## src/logic/positioner_flag_bank_consts.vh

```
`ifndef POSITIONER_FLAG_BANK_CONSTS_VH
`define POSITIONER_FLAG_BANK_CONSTS_VH

// ----------------------------------------
// Variable indices on the host access port
// ----------------------------------------
`define IDX_LINK_LOSS_ACTION     4'h0
`define IDX_ELECTRONICS_FAULTS   4'h1
`define IDX_FACTORY_RESTORE_CMD  4'h2
`define IDX_FEATURE_ENABLES      4'h3
`define IDX_PRESSURE_FAULTS      4'h4
`define IDX_PRESSURE_UNIT_SEL    4'h5
`define IDX_SUMMARY_ALARMS       4'h6
`define IDX_TEMPERATURE_UNIT_SEL 4'h7
`define IDX_BOARD_TEST_SELECT    4'h8
`define IDX_TRAVEL_ALERTS        4'h9
`define IDX_TRAVEL_UNIT_SEL      4'ha
`define IDX_DAC_HOST_VALUE       4'hb

// ----------------------------------------
// Field positions
// ----------------------------------------
`define FAIL_LAST_CMD_BIT        0
`define FAIL_CLOSE_BIT           1
`define FAIL_OPEN_BIT            2
`define ELEC_PIEZO_BIT           5
`define ELEC_USED_MASK           8'hbf
`define PRESS_USED_MASK          8'h0d
`define FEAT_USED_MASK           8'hdf
`define TEST_DAC_BIT             0
`define TEST_RED_BIT             1
`define TEST_YELLOW_BIT          2
`define TEST_GREEN_BIT           3
`define TEST_SCAN_BIT            7
`define TEST_USED_MASK           8'h8f
`define SIG_END_BIT              7

// ----------------------------------------
// Command and unit codes
// ----------------------------------------
`define RESTORE_VARIABLES        8'h01
`define RESTORE_CAL_CONSTANTS    8'h02
`define PUNIT_PSI                8'h06
`define PUNIT_BAR                8'h07
`define PUNIT_KG_CM2             8'h0a
`define PUNIT_KPA                8'h0c
`define TUNIT_CELSIUS            8'h20
`define TUNIT_FAHRENHEIT         8'h21
`define LUNIT_INCHES             8'h2f
`define LUNIT_MILLIMETRES        8'h31

// ----------------------------------------
// Reset values
// ----------------------------------------
`define RST_LINK_LOSS_ACTION     8'h00
`define RST_FEATURE_ENABLES      8'h00
`define RST_PRESSURE_UNIT_SEL    `PUNIT_PSI
`define RST_TEMPERATURE_UNIT_SEL `TUNIT_CELSIUS
`define RST_BOARD_TEST_SELECT    8'h00
`define RST_TRAVEL_UNIT_SEL      `LUNIT_INCHES
`define RST_DAC_HOST_VALUE       16'h0000

// ----------------------------------------
// Timing
// ----------------------------------------
`define CLK_MHZ                  125
`define BLINK_HALF_MS            250
`define BLINK_HALF_CYCLES        (`BLINK_HALF_MS * 1000 * `CLK_MHZ)

`endif
```

## src/logic/fault_byte_latch.v

```verilog
`timescale 1ns/1ps

// ----------------------------------------
// Registered fault byte with group summary
// ----------------------------------------
module fault_byte_latch #(
    parameter W = 8
) (
    input  wire         clk,
    input  wire         resetn,
    input  wire         enable,
    input  wire [W-1:0] raw,
    input  wire [W-1:0] mask,
    output reg  [W-1:0] flags_q,
    output reg          any_q
);

    wire [W-1:0] flags_d;

    // Unused bits and a disabled group always read as no error
    assign flags_d = enable ? (raw & mask) : {W{1'b0}};

    always @(posedge clk) begin
        if (!resetn) begin
            flags_q <= {W{1'b0}};
            any_q   <= 1'b0;
        end else begin
            flags_q <= flags_d;
            any_q   <= |flags_d;
        end
    end

endmodule // fault_byte_latch

```

## src/logic/positioner_flag_bank.v

```verilog
// Behaviour
// - Fail-action byte zero holds valve at last known position on link loss.
// - Bit0 last commanded, bit1 close at 0%, bit2 open at 100%.
// - Fail-action writes with more than one bit set are rejected.
// - Electronics byte flags reference, DAC, temperature, Hall and checksum errors.
// - Electronics bit 5 is set by piezo drive voltage out of range.
// - Restore command 1 reloads variables, 2 reloads calibration constants.
// - Feature bits 0..2: recal button off, large actuator, no model detect.
// - Feature bits 3,4,6,7 enable pressure, gain, deviation, jog; bit5 unused.
// - Advanced model only: pressure bits 0, 2, 3 for supply and ports.
// - Pressure unit codes 6, 7, 10, 12 only.
// - Summary bits 0..3 follow calibration, travel, electronics, pressure groups.
// - Summary bit 4 is communications error; bits 5..7 read zero.
// - Temperature unit codes 32 and 33 only.
// - Board test bit 0 drives converter from host value.
// - Board test bits 1..3 blink red, yellow, green; only one at once.
// - Board test bit 7 enables scan list; bits 4..6 reserved.
// - Travel bit 0 setpoint cutoff, bits 1, 2 lower/upper soft stop.
// - Travel bits 3..7: position alerts, cycle, accumulator, deviation.
// - Travel unit codes 47 inches and 49 millimetres only.
// - Progress byte appended after every signature data frame.
// - In every fault byte one means error active, zero no error.
`timescale 1ns/1ps
`include "positioner_flag_bank_consts.vh"

module positioner_flag_bank #(
    parameter BLINK_HALF = `BLINK_HALF_CYCLES,
    parameter DAC_W      = 16
) (
    input  wire             clk,
    input  wire             resetn,
    // Host variable access
    input  wire             host_wr,
    input  wire             host_rd,
    input  wire [3:0]       host_index,
    input  wire [15:0]      host_wdata,
    output reg  [7:0]       host_rdata_q,
    output reg              host_ack_q,
    output reg              host_reject_q,
    // Link state and fail action
    input  wire             link_lost,
    output reg              fail_hold_last_q,
    output reg              fail_last_cmd_q,
    output reg              fail_close_q,
    output reg              fail_open_q,
    // Fault sources
    input  wire             advanced_model,
    input  wire [7:0]       elec_raw,
    input  wire             piezo_out_of_range,
    input  wire [7:0]       press_raw,
    input  wire [7:0]       travel_raw,
    input  wire [7:0]       cal_faults,
    // Restore commands
    output reg              restore_vars_q,
    output reg              restore_cal_q,
    // Feature controls
    output reg              recal_button_off_q,
    output reg              large_actuator_cal_q,
    output reg              model_detect_off_q,
    output reg              pressure_ctrl_en_q,
    output reg              auto_gain_en_q,
    output reg              elec_in_deviation_q,
    output reg              jog_cal_en_q,
    // Converter and board test
    input  wire [DAC_W-1:0] loop_dac,
    output reg  [DAC_W-1:0] dac_out_q,
    output reg              led_red_q,
    output reg              led_yellow_q,
    output reg              led_green_q,
    output reg              scan_list_en_q,
    // Unit codes
    output reg  [7:0]       pressure_unit_q,
    output reg  [7:0]       temperature_unit_q,
    output reg  [7:0]       travel_unit_q,
    // Signature frames
    input  wire             sig_in_valid,
    input  wire [7:0]       sig_in_data,
    input  wire             sig_in_last,
    input  wire [6:0]       sig_progress,
    input  wire             sig_done,
    output reg              sig_in_ready_q,
    output reg              sig_out_valid_q,
    output reg  [7:0]       sig_out_data_q,
    output reg              sig_out_last_q
);

    // ----------------------------------------
    // Helpers
    // ----------------------------------------
    function at_most_one;
        input [7:0] v;
        begin
            at_most_one = ((v & (v - 8'h01)) == 8'h00);
        end
    endfunction

    function unit_ok;
        input [7:0] v;
        input [7:0] a;
        input [7:0] b;
        input [7:0] c;
        input [7:0] d;
        begin
            unit_ok = (v == a) || (v == b) || (v == c) || (v == d);
        end
    endfunction

    // ----------------------------------------
    // Host writable state
    // ----------------------------------------
    reg  [7:0]       link_loss_action_q;
    reg  [7:0]       feature_enables_q;
    reg  [7:0]       board_test_select_q;
    reg  [DAC_W-1:0] dac_host_value_q;

    wire [7:0] wbyte;
    wire       wr_link;
    wire       wr_feat;
    wire       wr_punit;
    wire       wr_tunit;
    wire       wr_test;
    wire       wr_lunit;
    wire       wr_dac;
    wire       wr_restore;
    wire       link_ok;
    wire       punit_ok;
    wire       tunit_ok;
    wire       lunit_ok;
    wire       test_ok;
    wire       restore_ok;
    wire       restore_vars;

    assign wbyte      = host_wdata[7:0];
    assign wr_link    = host_wr && (host_index == `IDX_LINK_LOSS_ACTION);
    assign wr_feat    = host_wr && (host_index == `IDX_FEATURE_ENABLES);
    assign wr_punit   = host_wr && (host_index == `IDX_PRESSURE_UNIT_SEL);
    assign wr_tunit   = host_wr && (host_index == `IDX_TEMPERATURE_UNIT_SEL);
    assign wr_test    = host_wr && (host_index == `IDX_BOARD_TEST_SELECT);
    assign wr_lunit   = host_wr && (host_index == `IDX_TRAVEL_UNIT_SEL);
    assign wr_dac     = host_wr && (host_index == `IDX_DAC_HOST_VALUE);
    assign wr_restore = host_wr && (host_index == `IDX_FACTORY_RESTORE_CMD);

    // Bits 7..3 must be clear and any two of the three action bits set is illegal
    assign link_ok    = at_most_one(wbyte & 8'h07) && (wbyte[7:3] == 5'h00);
    assign punit_ok   = unit_ok(wbyte, `PUNIT_PSI, `PUNIT_BAR,
                                `PUNIT_KG_CM2, `PUNIT_KPA);
    assign tunit_ok   = unit_ok(wbyte, `TUNIT_CELSIUS, `TUNIT_FAHRENHEIT,
                                `TUNIT_CELSIUS, `TUNIT_FAHRENHEIT);
    assign lunit_ok   = unit_ok(wbyte, `LUNIT_INCHES, `LUNIT_MILLIMETRES,
                                `LUNIT_INCHES, `LUNIT_MILLIMETRES);
    assign test_ok    = at_most_one(wbyte & 8'h0e);
    assign restore_ok = (wbyte == `RESTORE_VARIABLES) ||
                        (wbyte == `RESTORE_CAL_CONSTANTS);
    assign restore_vars = wr_restore && (wbyte == `RESTORE_VARIABLES);

    // Restoring variables takes priority over a write in the same cycle,
    // which cannot happen on this single port but keeps the order explicit
    always @(posedge clk) begin
        if (!resetn || restore_vars) begin
            link_loss_action_q  <= `RST_LINK_LOSS_ACTION;
            feature_enables_q   <= `RST_FEATURE_ENABLES;
            board_test_select_q <= `RST_BOARD_TEST_SELECT;
            dac_host_value_q    <= `RST_DAC_HOST_VALUE;
            pressure_unit_q     <= `RST_PRESSURE_UNIT_SEL;
            temperature_unit_q  <= `RST_TEMPERATURE_UNIT_SEL;
            travel_unit_q       <= `RST_TRAVEL_UNIT_SEL;
        end else begin
            if (wr_link && link_ok) begin
                link_loss_action_q <= wbyte;
            end
            if (wr_feat) begin
                feature_enables_q <= wbyte & `FEAT_USED_MASK;
            end
            if (wr_test && test_ok) begin
                board_test_select_q <= wbyte & `TEST_USED_MASK;
            end
            if (wr_dac) begin
                dac_host_value_q <= host_wdata[DAC_W-1:0];
            end
            if (wr_punit && punit_ok) begin
                pressure_unit_q <= wbyte;
            end
            if (wr_tunit && tunit_ok) begin
                temperature_unit_q <= wbyte;
            end
            if (wr_lunit && lunit_ok) begin
                travel_unit_q <= wbyte;
            end
        end
    end

    // ----------------------------------------
    // Restore command strobes
    // ----------------------------------------
    always @(posedge clk) begin
        if (!resetn) begin
            restore_vars_q <= 1'b0;
            restore_cal_q  <= 1'b0;
        end else begin
            restore_vars_q <= restore_vars;
            restore_cal_q  <= wr_restore && (wbyte == `RESTORE_CAL_CONSTANTS);
        end
    end

    // ----------------------------------------
    // Fault bytes
    // ----------------------------------------
    wire [7:0] elec_flags;
    wire [7:0] press_flags;
    wire [7:0] travel_flags;
    wire       elec_any;
    wire       press_any;
    wire       travel_any;
    wire       cal_any;
    wire [7:0] elec_src;

    // Bit 5 is named for modulator current but carries the piezo check
    assign elec_src = {elec_raw[7:6], piezo_out_of_range, elec_raw[4:0]};

    fault_byte_latch #(.W(8)) u_elec (
        .clk     (clk),
        .resetn  (resetn),
        .enable  (1'b1),
        .raw     (elec_src),
        .mask    (`ELEC_USED_MASK),
        .flags_q (elec_flags),
        .any_q   (elec_any)
    );

    fault_byte_latch #(.W(8)) u_press (
        .clk     (clk),
        .resetn  (resetn),
        .enable  (advanced_model),
        .raw     (press_raw),
        .mask    (`PRESS_USED_MASK),
        .flags_q (press_flags),
        .any_q   (press_any)
    );

    fault_byte_latch #(.W(8)) u_travel (
        .clk     (clk),
        .resetn  (resetn),
        .enable  (1'b1),
        .raw     (travel_raw),
        .mask    (8'hff),
        .flags_q (travel_flags),
        .any_q   (travel_any)
    );

    fault_byte_latch #(.W(8)) u_cal (
        .clk     (clk),
        .resetn  (resetn),
        .enable  (1'b1),
        .raw     (cal_faults),
        .mask    (8'hff),
        .flags_q (),
        .any_q   (cal_any)
    );

    // ----------------------------------------
    // Summary alarms
    // ----------------------------------------
    reg [7:0] summary_q;

    // Level copy of group state, so a bit drops once its group is clean
    always @(posedge clk) begin
        if (!resetn) begin
            summary_q <= 8'h00;
        end else begin
            summary_q <= {3'b000, link_lost, press_any, elec_any,
                          travel_any, cal_any};
        end
    end

    // ----------------------------------------
    // Host read and answer
    // ----------------------------------------
    reg [7:0] rd_mux;
    reg       idx_known;

    always @* begin
        idx_known = 1'b1;
        case (host_index)
            `IDX_LINK_LOSS_ACTION:     rd_mux = link_loss_action_q;
            `IDX_ELECTRONICS_FAULTS:   rd_mux = elec_flags;
            `IDX_FACTORY_RESTORE_CMD:  rd_mux = 8'h00;
            `IDX_FEATURE_ENABLES:      rd_mux = feature_enables_q;
            `IDX_PRESSURE_FAULTS:      rd_mux = press_flags;
            `IDX_PRESSURE_UNIT_SEL:    rd_mux = pressure_unit_q;
            `IDX_SUMMARY_ALARMS:       rd_mux = summary_q;
            `IDX_TEMPERATURE_UNIT_SEL: rd_mux = temperature_unit_q;
            `IDX_BOARD_TEST_SELECT:    rd_mux = board_test_select_q;
            `IDX_TRAVEL_ALERTS:        rd_mux = travel_flags;
            `IDX_TRAVEL_UNIT_SEL:      rd_mux = travel_unit_q;
            `IDX_DAC_HOST_VALUE:       rd_mux = dac_host_value_q[7:0];
            default: begin
                rd_mux    = 8'h00;
                idx_known = 1'b0;
            end
        endcase
    end

    // Writes to read-only bytes, bad codes and unknown indices are refused
    wire wr_refused;
    assign wr_refused = (wr_link && !link_ok) || (wr_punit && !punit_ok) ||
                        (wr_tunit && !tunit_ok) || (wr_test && !test_ok) ||
                        (wr_lunit && !lunit_ok) || (wr_restore && !restore_ok) ||
                        (host_wr && !idx_known) ||
                        (host_wr && ((host_index == `IDX_ELECTRONICS_FAULTS) ||
                                     (host_index == `IDX_PRESSURE_FAULTS) ||
                                     (host_index == `IDX_SUMMARY_ALARMS) ||
                                     (host_index == `IDX_TRAVEL_ALERTS)));

    always @(posedge clk) begin
        if (!resetn) begin
            host_rdata_q  <= 8'h00;
            host_ack_q    <= 1'b0;
            host_reject_q <= 1'b0;
        end else begin
            host_ack_q    <= host_wr || host_rd;
            host_reject_q <= wr_refused || (host_rd && !host_wr && !idx_known);
            if (host_rd && !host_wr) begin
                host_rdata_q <= rd_mux;
            end
        end
    end

    // ----------------------------------------
    // Fail action outputs
    // ----------------------------------------
    always @(posedge clk) begin
        if (!resetn) begin
            fail_hold_last_q <= 1'b0;
            fail_last_cmd_q  <= 1'b0;
            fail_close_q     <= 1'b0;
            fail_open_q      <= 1'b0;
        end else begin
            fail_hold_last_q <= link_lost && (link_loss_action_q == 8'h00);
            fail_last_cmd_q  <= link_lost && link_loss_action_q[`FAIL_LAST_CMD_BIT];
            fail_close_q     <= link_lost && link_loss_action_q[`FAIL_CLOSE_BIT];
            fail_open_q      <= link_lost && link_loss_action_q[`FAIL_OPEN_BIT];
        end
    end

    // ----------------------------------------
    // Feature controls
    // ----------------------------------------
    always @(posedge clk) begin
        if (!resetn) begin
            recal_button_off_q   <= 1'b0;
            large_actuator_cal_q <= 1'b0;
            model_detect_off_q   <= 1'b0;
            pressure_ctrl_en_q   <= 1'b0;
            auto_gain_en_q       <= 1'b0;
            elec_in_deviation_q  <= 1'b0;
            jog_cal_en_q         <= 1'b0;
        end else begin
            recal_button_off_q   <= feature_enables_q[0];
            large_actuator_cal_q <= feature_enables_q[1];
            model_detect_off_q   <= feature_enables_q[2];
            pressure_ctrl_en_q   <= feature_enables_q[3];
            auto_gain_en_q       <= feature_enables_q[4];
            elec_in_deviation_q  <= feature_enables_q[6];
            jog_cal_en_q         <= feature_enables_q[7];
        end
    end

    // ----------------------------------------
    // Board test: converter source and indicators
    // ----------------------------------------
    reg [31:0] blink_cnt_q;
    reg        blink_phase_q;

    // A free blink phase keeps the three indicators in step with each other
    always @(posedge clk) begin
        if (!resetn) begin
            blink_cnt_q   <= 32'h0000_0000;
            blink_phase_q <= 1'b0;
        end else if (blink_cnt_q >= BLINK_HALF - 1) begin
            blink_cnt_q   <= 32'h0000_0000;
            blink_phase_q <= ~blink_phase_q;
        end else begin
            blink_cnt_q   <= blink_cnt_q + 32'h0000_0001;
        end
    end

    always @(posedge clk) begin
        if (!resetn) begin
            dac_out_q      <= {DAC_W{1'b0}};
            led_red_q      <= 1'b0;
            led_yellow_q   <= 1'b0;
            led_green_q    <= 1'b0;
            scan_list_en_q <= 1'b0;
        end else begin
            dac_out_q      <= board_test_select_q[`TEST_DAC_BIT] ?
                              dac_host_value_q : loop_dac;
            led_red_q      <= board_test_select_q[`TEST_RED_BIT] && blink_phase_q;
            led_yellow_q   <= board_test_select_q[`TEST_YELLOW_BIT] && blink_phase_q;
            led_green_q    <= board_test_select_q[`TEST_GREEN_BIT] && blink_phase_q;
            scan_list_en_q <= board_test_select_q[`TEST_SCAN_BIT];
        end
    end

    // ----------------------------------------
    // Signature frame appender
    // ----------------------------------------
    localparam [1:0] SIG_PASS   = 2'b01;
    localparam [1:0] SIG_APPEND = 2'b10;

    reg  [1:0] sig_state_q;
    wire       sig_take;

    assign sig_take = sig_in_valid && sig_in_ready_q;

    always @(posedge clk) begin
        if (!resetn) begin
            sig_state_q     <= SIG_PASS;
            sig_in_ready_q  <= 1'b0;
            sig_out_valid_q <= 1'b0;
            sig_out_data_q  <= 8'h00;
            sig_out_last_q  <= 1'b0;
        end else begin
            case (sig_state_q)
                SIG_PASS: begin
                    sig_out_valid_q <= sig_take;
                    sig_out_data_q  <= sig_take ? sig_in_data : 8'h00;
                    sig_out_last_q  <= 1'b0;
                    sig_in_ready_q  <= !(sig_take && sig_in_last);
                    if (sig_take && sig_in_last) begin
                        sig_state_q <= SIG_APPEND;
                    end
                end
                SIG_APPEND: begin
                    // Input is stalled for this one cycle to make room
                    sig_out_valid_q <= 1'b1;
                    sig_out_data_q  <= {sig_done, sig_progress};
                    sig_out_last_q  <= 1'b1;
                    sig_in_ready_q  <= 1'b1;
                    sig_state_q     <= SIG_PASS;
                end
                default: begin
                    sig_state_q     <= SIG_PASS;
                    sig_in_ready_q  <= 1'b0;
                    sig_out_valid_q <= 1'b0;
                    sig_out_data_q  <= 8'h00;
                    sig_out_last_q  <= 1'b0;
                end
            endcase
        end
    end

endmodule // positioner_flag_bank

```

## config.mk

```make
export PLATFORM = sky130hd
export DESIGN_NAME = positioner_flag_bank
export DESIGN_NICKNAME = d
export VERILOG_FILES = /design/src/logic/fault_byte_latch.v /design/src/logic/positioner_flag_bank.v
export VERILOG_INCLUDE_DIRS = /design/src /design/src/logic
export SDC_FILE = /design/constraint.sdc
export NUM_CORES = 1
export LEC_CHECK = 0
export ABC_AREA = 1
export BUFFER_PORTS_ARGS = -buffer_cell sky130_fd_sc_hd__buf_2
export CAP_MARGIN = 25
export CORE_UTILIZATION = 50
export CTS_BUF_LIST = sky130_fd_sc_hd__clkbuf_4 sky130_fd_sc_hd__clkbuf_8 sky130_fd_sc_hd__clkbuf_16
export CTS_CLUSTER_DIAMETER = 30
export CTS_CLUSTER_SIZE = 28
export DETAILED_ROUTE_END_ITERATION = 6
export GPL_TIMING_DRIVEN = 0
export PLACE_DENSITY = 0.77
export SYNTH_ARGS = -nofsm -noshare
export SYNTH_HDL_FRONTEND = slang
export SYNTH_HIERARCHICAL = 1
export SYNTH_SLANG_ARGS = --single-unit
```

## constraint.sdc

```tcl
create_clock -name clk -period 4.1 [get_ports clk]
set_input_delay 0.615 -clock clk [delete_from_list [all_inputs] [get_ports clk]]
set_output_delay 0.615 -clock clk [all_outputs]
set_load 0.01 [all_outputs]
```

======== Word-level counts from Yosys, hierarchy flattened ========
Cells that the tools add are included.
storage, ports and cells
  flip-flop bits (word level) ............. 185
  latch bits .............................. 0
  memory bits (writable) .................. 0
  memory bits (read-only) ................. 0
  logic and storage cells ................. 165
  memories kept ........................... 0
cells by class
  $add $sub $neg .......................... 3
  multiply operators ...................... 0
  divide/modulo/power cells ............... 0
  order comparisons ....................... 1
  equality and inequality tests ........... 23
  shift-type cells ........................ 0
  multiplexer cells ....................... 9
  bitwise gates (word level) .............. 4
  reductions and logical operators ........ 80
operators with widths
  kind                                                                                   count
  8-bit case mux with 11 select lines                                                    1
  1-bit logical AND                                                                      35
  32-bit by 1-bit adder with 32-bit output, second input constant                        1
  8-bit by 6-bit equality test with 1-bit output, second input constant                  4
  32-bit by 25-bit greater-or-equal comparator with 1-bit output, second input constant  1
  8-bit zero test                                                                        3
  8-bit OR reduction                                                                     3
  1-bit logical OR                                                                       23
  4-bit by 3-bit equality test with 1-bit output, second input constant                  4
  4-bit equality test, second input constant                                             4
  8-bit by 3-bit equality test with 1-bit output, second input constant                  2
  8-bit by 4-bit equality test with 1-bit output, second input constant                  2
  16-bit 2-to-1 mux                                                                      1
  8-bit case mux with 2 select lines                                                     1
  12-bit OR reduction                                                                    1
  1-bit zero test                                                                        10
  3-bit by 8-bit AND with 8-bit output                                                   1
  4-bit by 8-bit AND with 8-bit output                                                   1
  4-bit by 2-bit equality test with 1-bit output, second input constant                  2
  8-bit by 1-bit equality test with 1-bit output, second input constant                  1
  8-bit by 2-bit equality test with 1-bit output, second input constant                  1
  8-bit 2-to-1 mux                                                                       1
  7-bit OR reduction                                                                     1
  5-bit zero test                                                                        1
  other kinds (12)                                                                       15

======== Logic depth before layout (Yosys ltp) ========
  depth in word-level cells ............... 14
  gate-level depth with buffers ........... 11

======== Modules after synthesis ========
Netlist, hierarchy kept.
modules (own cells, without submodules)
  module                times used  cells an instance  area an instance (um^2)  seq. area each (um^2)
  positioner_flag_bank  1           950                6655.1                   3083.0
  fault_byte_latch      4           34                 292.8                    180.2

======== Least setup slack after synthesis ========
Ideal clock, no wire load.
  kind .................................... input to register
  from .................................... input port host_index[2]
  to ...................................... register host_rdata_q[6]
  arrival time ............................ 1692 ps
  path slack .............................. 2276 ps
  cell stages on the path ................. 8
  path buffers ............................ 0
  cells stage by stage .................... inv_1 > ha_1 > nand3_1 > clkinv_1 > a22oi_1 > nand3_1 > nand2_1 > a21oi_1
on the way
  longest elaborated chain between the ends .. 2
  elaborated cells between the ends (all ways) .. 12
  classes of those cells .................. 10 x eq/ne; 1 x mux; 1 x reduce/logical
ends and longest elaborated chain
  element                                            RTL line                    RTL
  start, declared                                    positioner_flag_bank.v:35   input wire [3:0] host_index,
  4-bit equality test, or another cell as far along  positioner_flag_bank.v:283  case (host_index)
  8-bit case mux with 11 select lines *              positioner_flag_bank.v:283
  end signal, assigned                               positioner_flag_bank.v:323  host_rdata_q <= rd_mux;
  end, declared                                      positioner_flag_bank.v:37   output reg [7:0] host_rdata_q,
Mark *: on every way between the ends. The rest lies on a longest branch, timed or not.
A chain may end at the register's enable or synchronous reset.

======== Worst setup path after layout ========
  from .................................... register blink_cnt_q[0]
  to ...................................... register blink_cnt_q[5]
on the way
  longest elaborated chain between the ends .. 2
  elaborated cells between the ends (all ways) .. 3
  classes of those cells .................. 1 x add/sub; 1 x order compare; 1 x reduce/logical
ends and longest elaborated chain
  element                                                         RTL line                    RTL
  start, declared                                                 positioner_flag_bank.v:371  reg [31:0] blink_cnt_q;
  start signal, assigned                                          positioner_flag_bank.v:383  blink_cnt_q <= blink_cnt_q + 32'h0000_0001;
  32-bit by 25-bit greater-or-equal comparator with 1-bit output  positioner_flag_bank.v:379  end else if (blink_cnt_q >= BLINK_HALF - 1) begin
  2-bit OR reduction (no line)                                    n/a
Parallel ways exist; a longest one is shown, timed or not.

==> results.cfg <==
[die]
fp.dieW_um = 126
io_pins = 171
die_area_um2 = 15800
die_h_um = 126
num_rows = 44
core-area_um2 = 14700
start_util_pct = 51.9

[power]
peakVddDrop_v = 0.000304
power_density_nw_per_um2 = 384
p_leak_nw = 4.39

[worst_setup_path]
r2r_slack_ns = 2.14
cp.required_ns = 4.41
crit_path_end_kind = register
criticalPathCategory = register to register
critPathLaunchType = register
r2r_start = blink_cnt_q[0]
arrival_ns = 2.28
reg2reg_depth = 11
crit_path_end = blink_cnt_q[5]
r2r_end = blink_cnt_q[5]
startpoint = blink_cnt_q[0]
crit_fanout = 10

[drt]
avgRoutedWirePerCell_um = 13.9
initialDrtViolationCount = 517
wl_um = 20700
first_pass_iters = 7
vias = 7465
drcViolationCount = 14
vias_per_cell = 5.01
ant_nets = 0

[logic_synthesis]
syn-cell-area_um2 = 7640
syn_inst = 1070
postSynthAreaPerCell_um2 = 7.14
ys_warn_count = 6

[clock_network]
htreeDepth = 4
cts_buffers = 17
cts_tree = yes
cts.sinks = 182
postCtsHoldBufs = 0
clock_latency_ns = 0.43
path_clk_slew_ns = 0.07
cts-root-buf = clkbuf_16
clock_path_buffers = 2
post-cts-setup-buffer-count = 0
post_cts_resized = 0

[global_routing]
grt-ovfl-total = 0
grt_pass1_wl_um = 32900
track_usage_pct = 26.8
grt_max_degree = 17
grt_pass1_vias = 6918
antenna_found_initial = 0

[finish]
nFillCells = 1348
layout-drive-gt1-share_pct = 18.4
final_nets = 1393
syn_to_final_growth_pct = 23.1
diodes = 0

[placed_design]
place_worst_setup_slack_ns = 1.76
gp_congestion = 0.950
dp_hpwl_um = 16000
port_buffers = 164

[timing]
finalHoldViolCount = 0
max_freq_mhz = 510
final.setup.worst_slack_ns = 2.14
min_period_ns = 1.96
rsz0062_at_grt = false
maxSlewViolCount = 0
final.setup.tns_ns = 0
skew_ns = 0.00959
setup_violations = 0
slew_headroom_pct = 50.5
worst_pin_slew_ns = 0.743
period_share_pct = 47.9

[job]
maxCapViolations = 0

[worst_hold_path]
min_path_type = register to register

[run_status]
violations = design-rule violations
outcome = complete, but fails checks
[flip-flops by register name, summed over array words and instances, names as in the netlist, 2 cells and up]
name and count:
blink_cnt_q 32, dac_host_value_q 16, dac_out_q 16, host_rdata_q 8, link_loss_action_q 8, pressure_unit_q 8, sig_out_data_q 8, temperature_unit_q 8
travel_unit_q 8, u_elec/flags_q 8, u_press/flags_q 8, u_travel/flags_q 8, feature_enables_q 7, board_test_select_q 5, summary_q 5, sig_state_q 2
[stage by stage]
stage	instance area [um2]	hold WS, ns	instances	power, mW	util [%]
final	9400	0.413	1490	3.60	63.9
after global routing	9400	0.425	1490	3.72	63.9
after CTS	9400	0.413	1490	3.61	63.9
after detailed placement	8840	0.401	1458	2.11	60.1
after global placement	8840	0.395	1458	2.11	60.1
after floorplan	7790	0.390	1110	2.00	-
[per-layer routing]
metal | part of all wire, % | global-route usage, % | vias to the layer above
met5 | 0 | 0 | -
met4 | 3.4 | 12.8 | 0
met3 | 7.7 | 5.43 | 52
met2 | 45 | 43.2 | 296
met1 | 44 | 34.2 | 3325
li1 | - | - | 3792
[area by class of cell]
cell class              count  area (um2)  share of cell area, %
clock buffers              22         488                   5.19
clock inverters            10        71.3                  0.759
inverters                 120         453                   4.82
flip-flops and latches    182        3640                   38.8
plain buffers              31         184                   1.96
well taps                 184         230                   2.45
multi-input cells         777        3510                   37.3
repair buffers            164         821                   8.74
[layout by cell type (no fill, tap or decap), drive strengths merged, types with 2 or more instances in the layout]
master / n
buf: 181
clkinv: 13
nand3b: 4
xnor2: 2
a22oi: 9
nand3: 99
nand2: 260
dfxtp: 182
nand4: 9
conb: 42
ha: 7
o21ai: 35
nor3b: 3
nor2: 196
a21oi: 69
inv: 116
o31ai: 2
o211ai: 2
xor2: 8
clkbuf: 36
nor3: 27
[worst min-delay path by stage]
stage	from	end	cells past startpoint
CTS	sig_in_data[0]	sig_out_data_q[0]	3
finish	u_press/any_q	summary_q[3]	2
floorplan	u_cal/any_q	summary_q[0]	2
global route	loop_dac[3]	dac_out_q[3]	3
global placement	u_press/any_q	summary_q[3]	2
detailed placement	u_elec/any_q	summary_q[2]	2
[critical path, cell delays in order, from the launching register on]
cell     delay (ns)
dfxtp_1        0.43
ha_1           0.26
nand2_1        0.07
nor2_1         0.14
nand3_1        0.09
nand2_1        0.07
nand2_1        0.05
nand2_1        0.09
nand2_1        0.10
nand3_2        0.18
buf_2          0.29
nor2_1         0.07
[where the power goes]
group	total (mW)	internal, mW	switching, mW	leakage [nW]
registers	1.82	1.81	0.0130	1.48
logic	0.255	0.0945	0.160	2.63
clock network	1.53	0.848	0.681	0.280
total	3.60	2.75	0.854	4.39
Note: power is estimated with default switching activity, not from simulation.
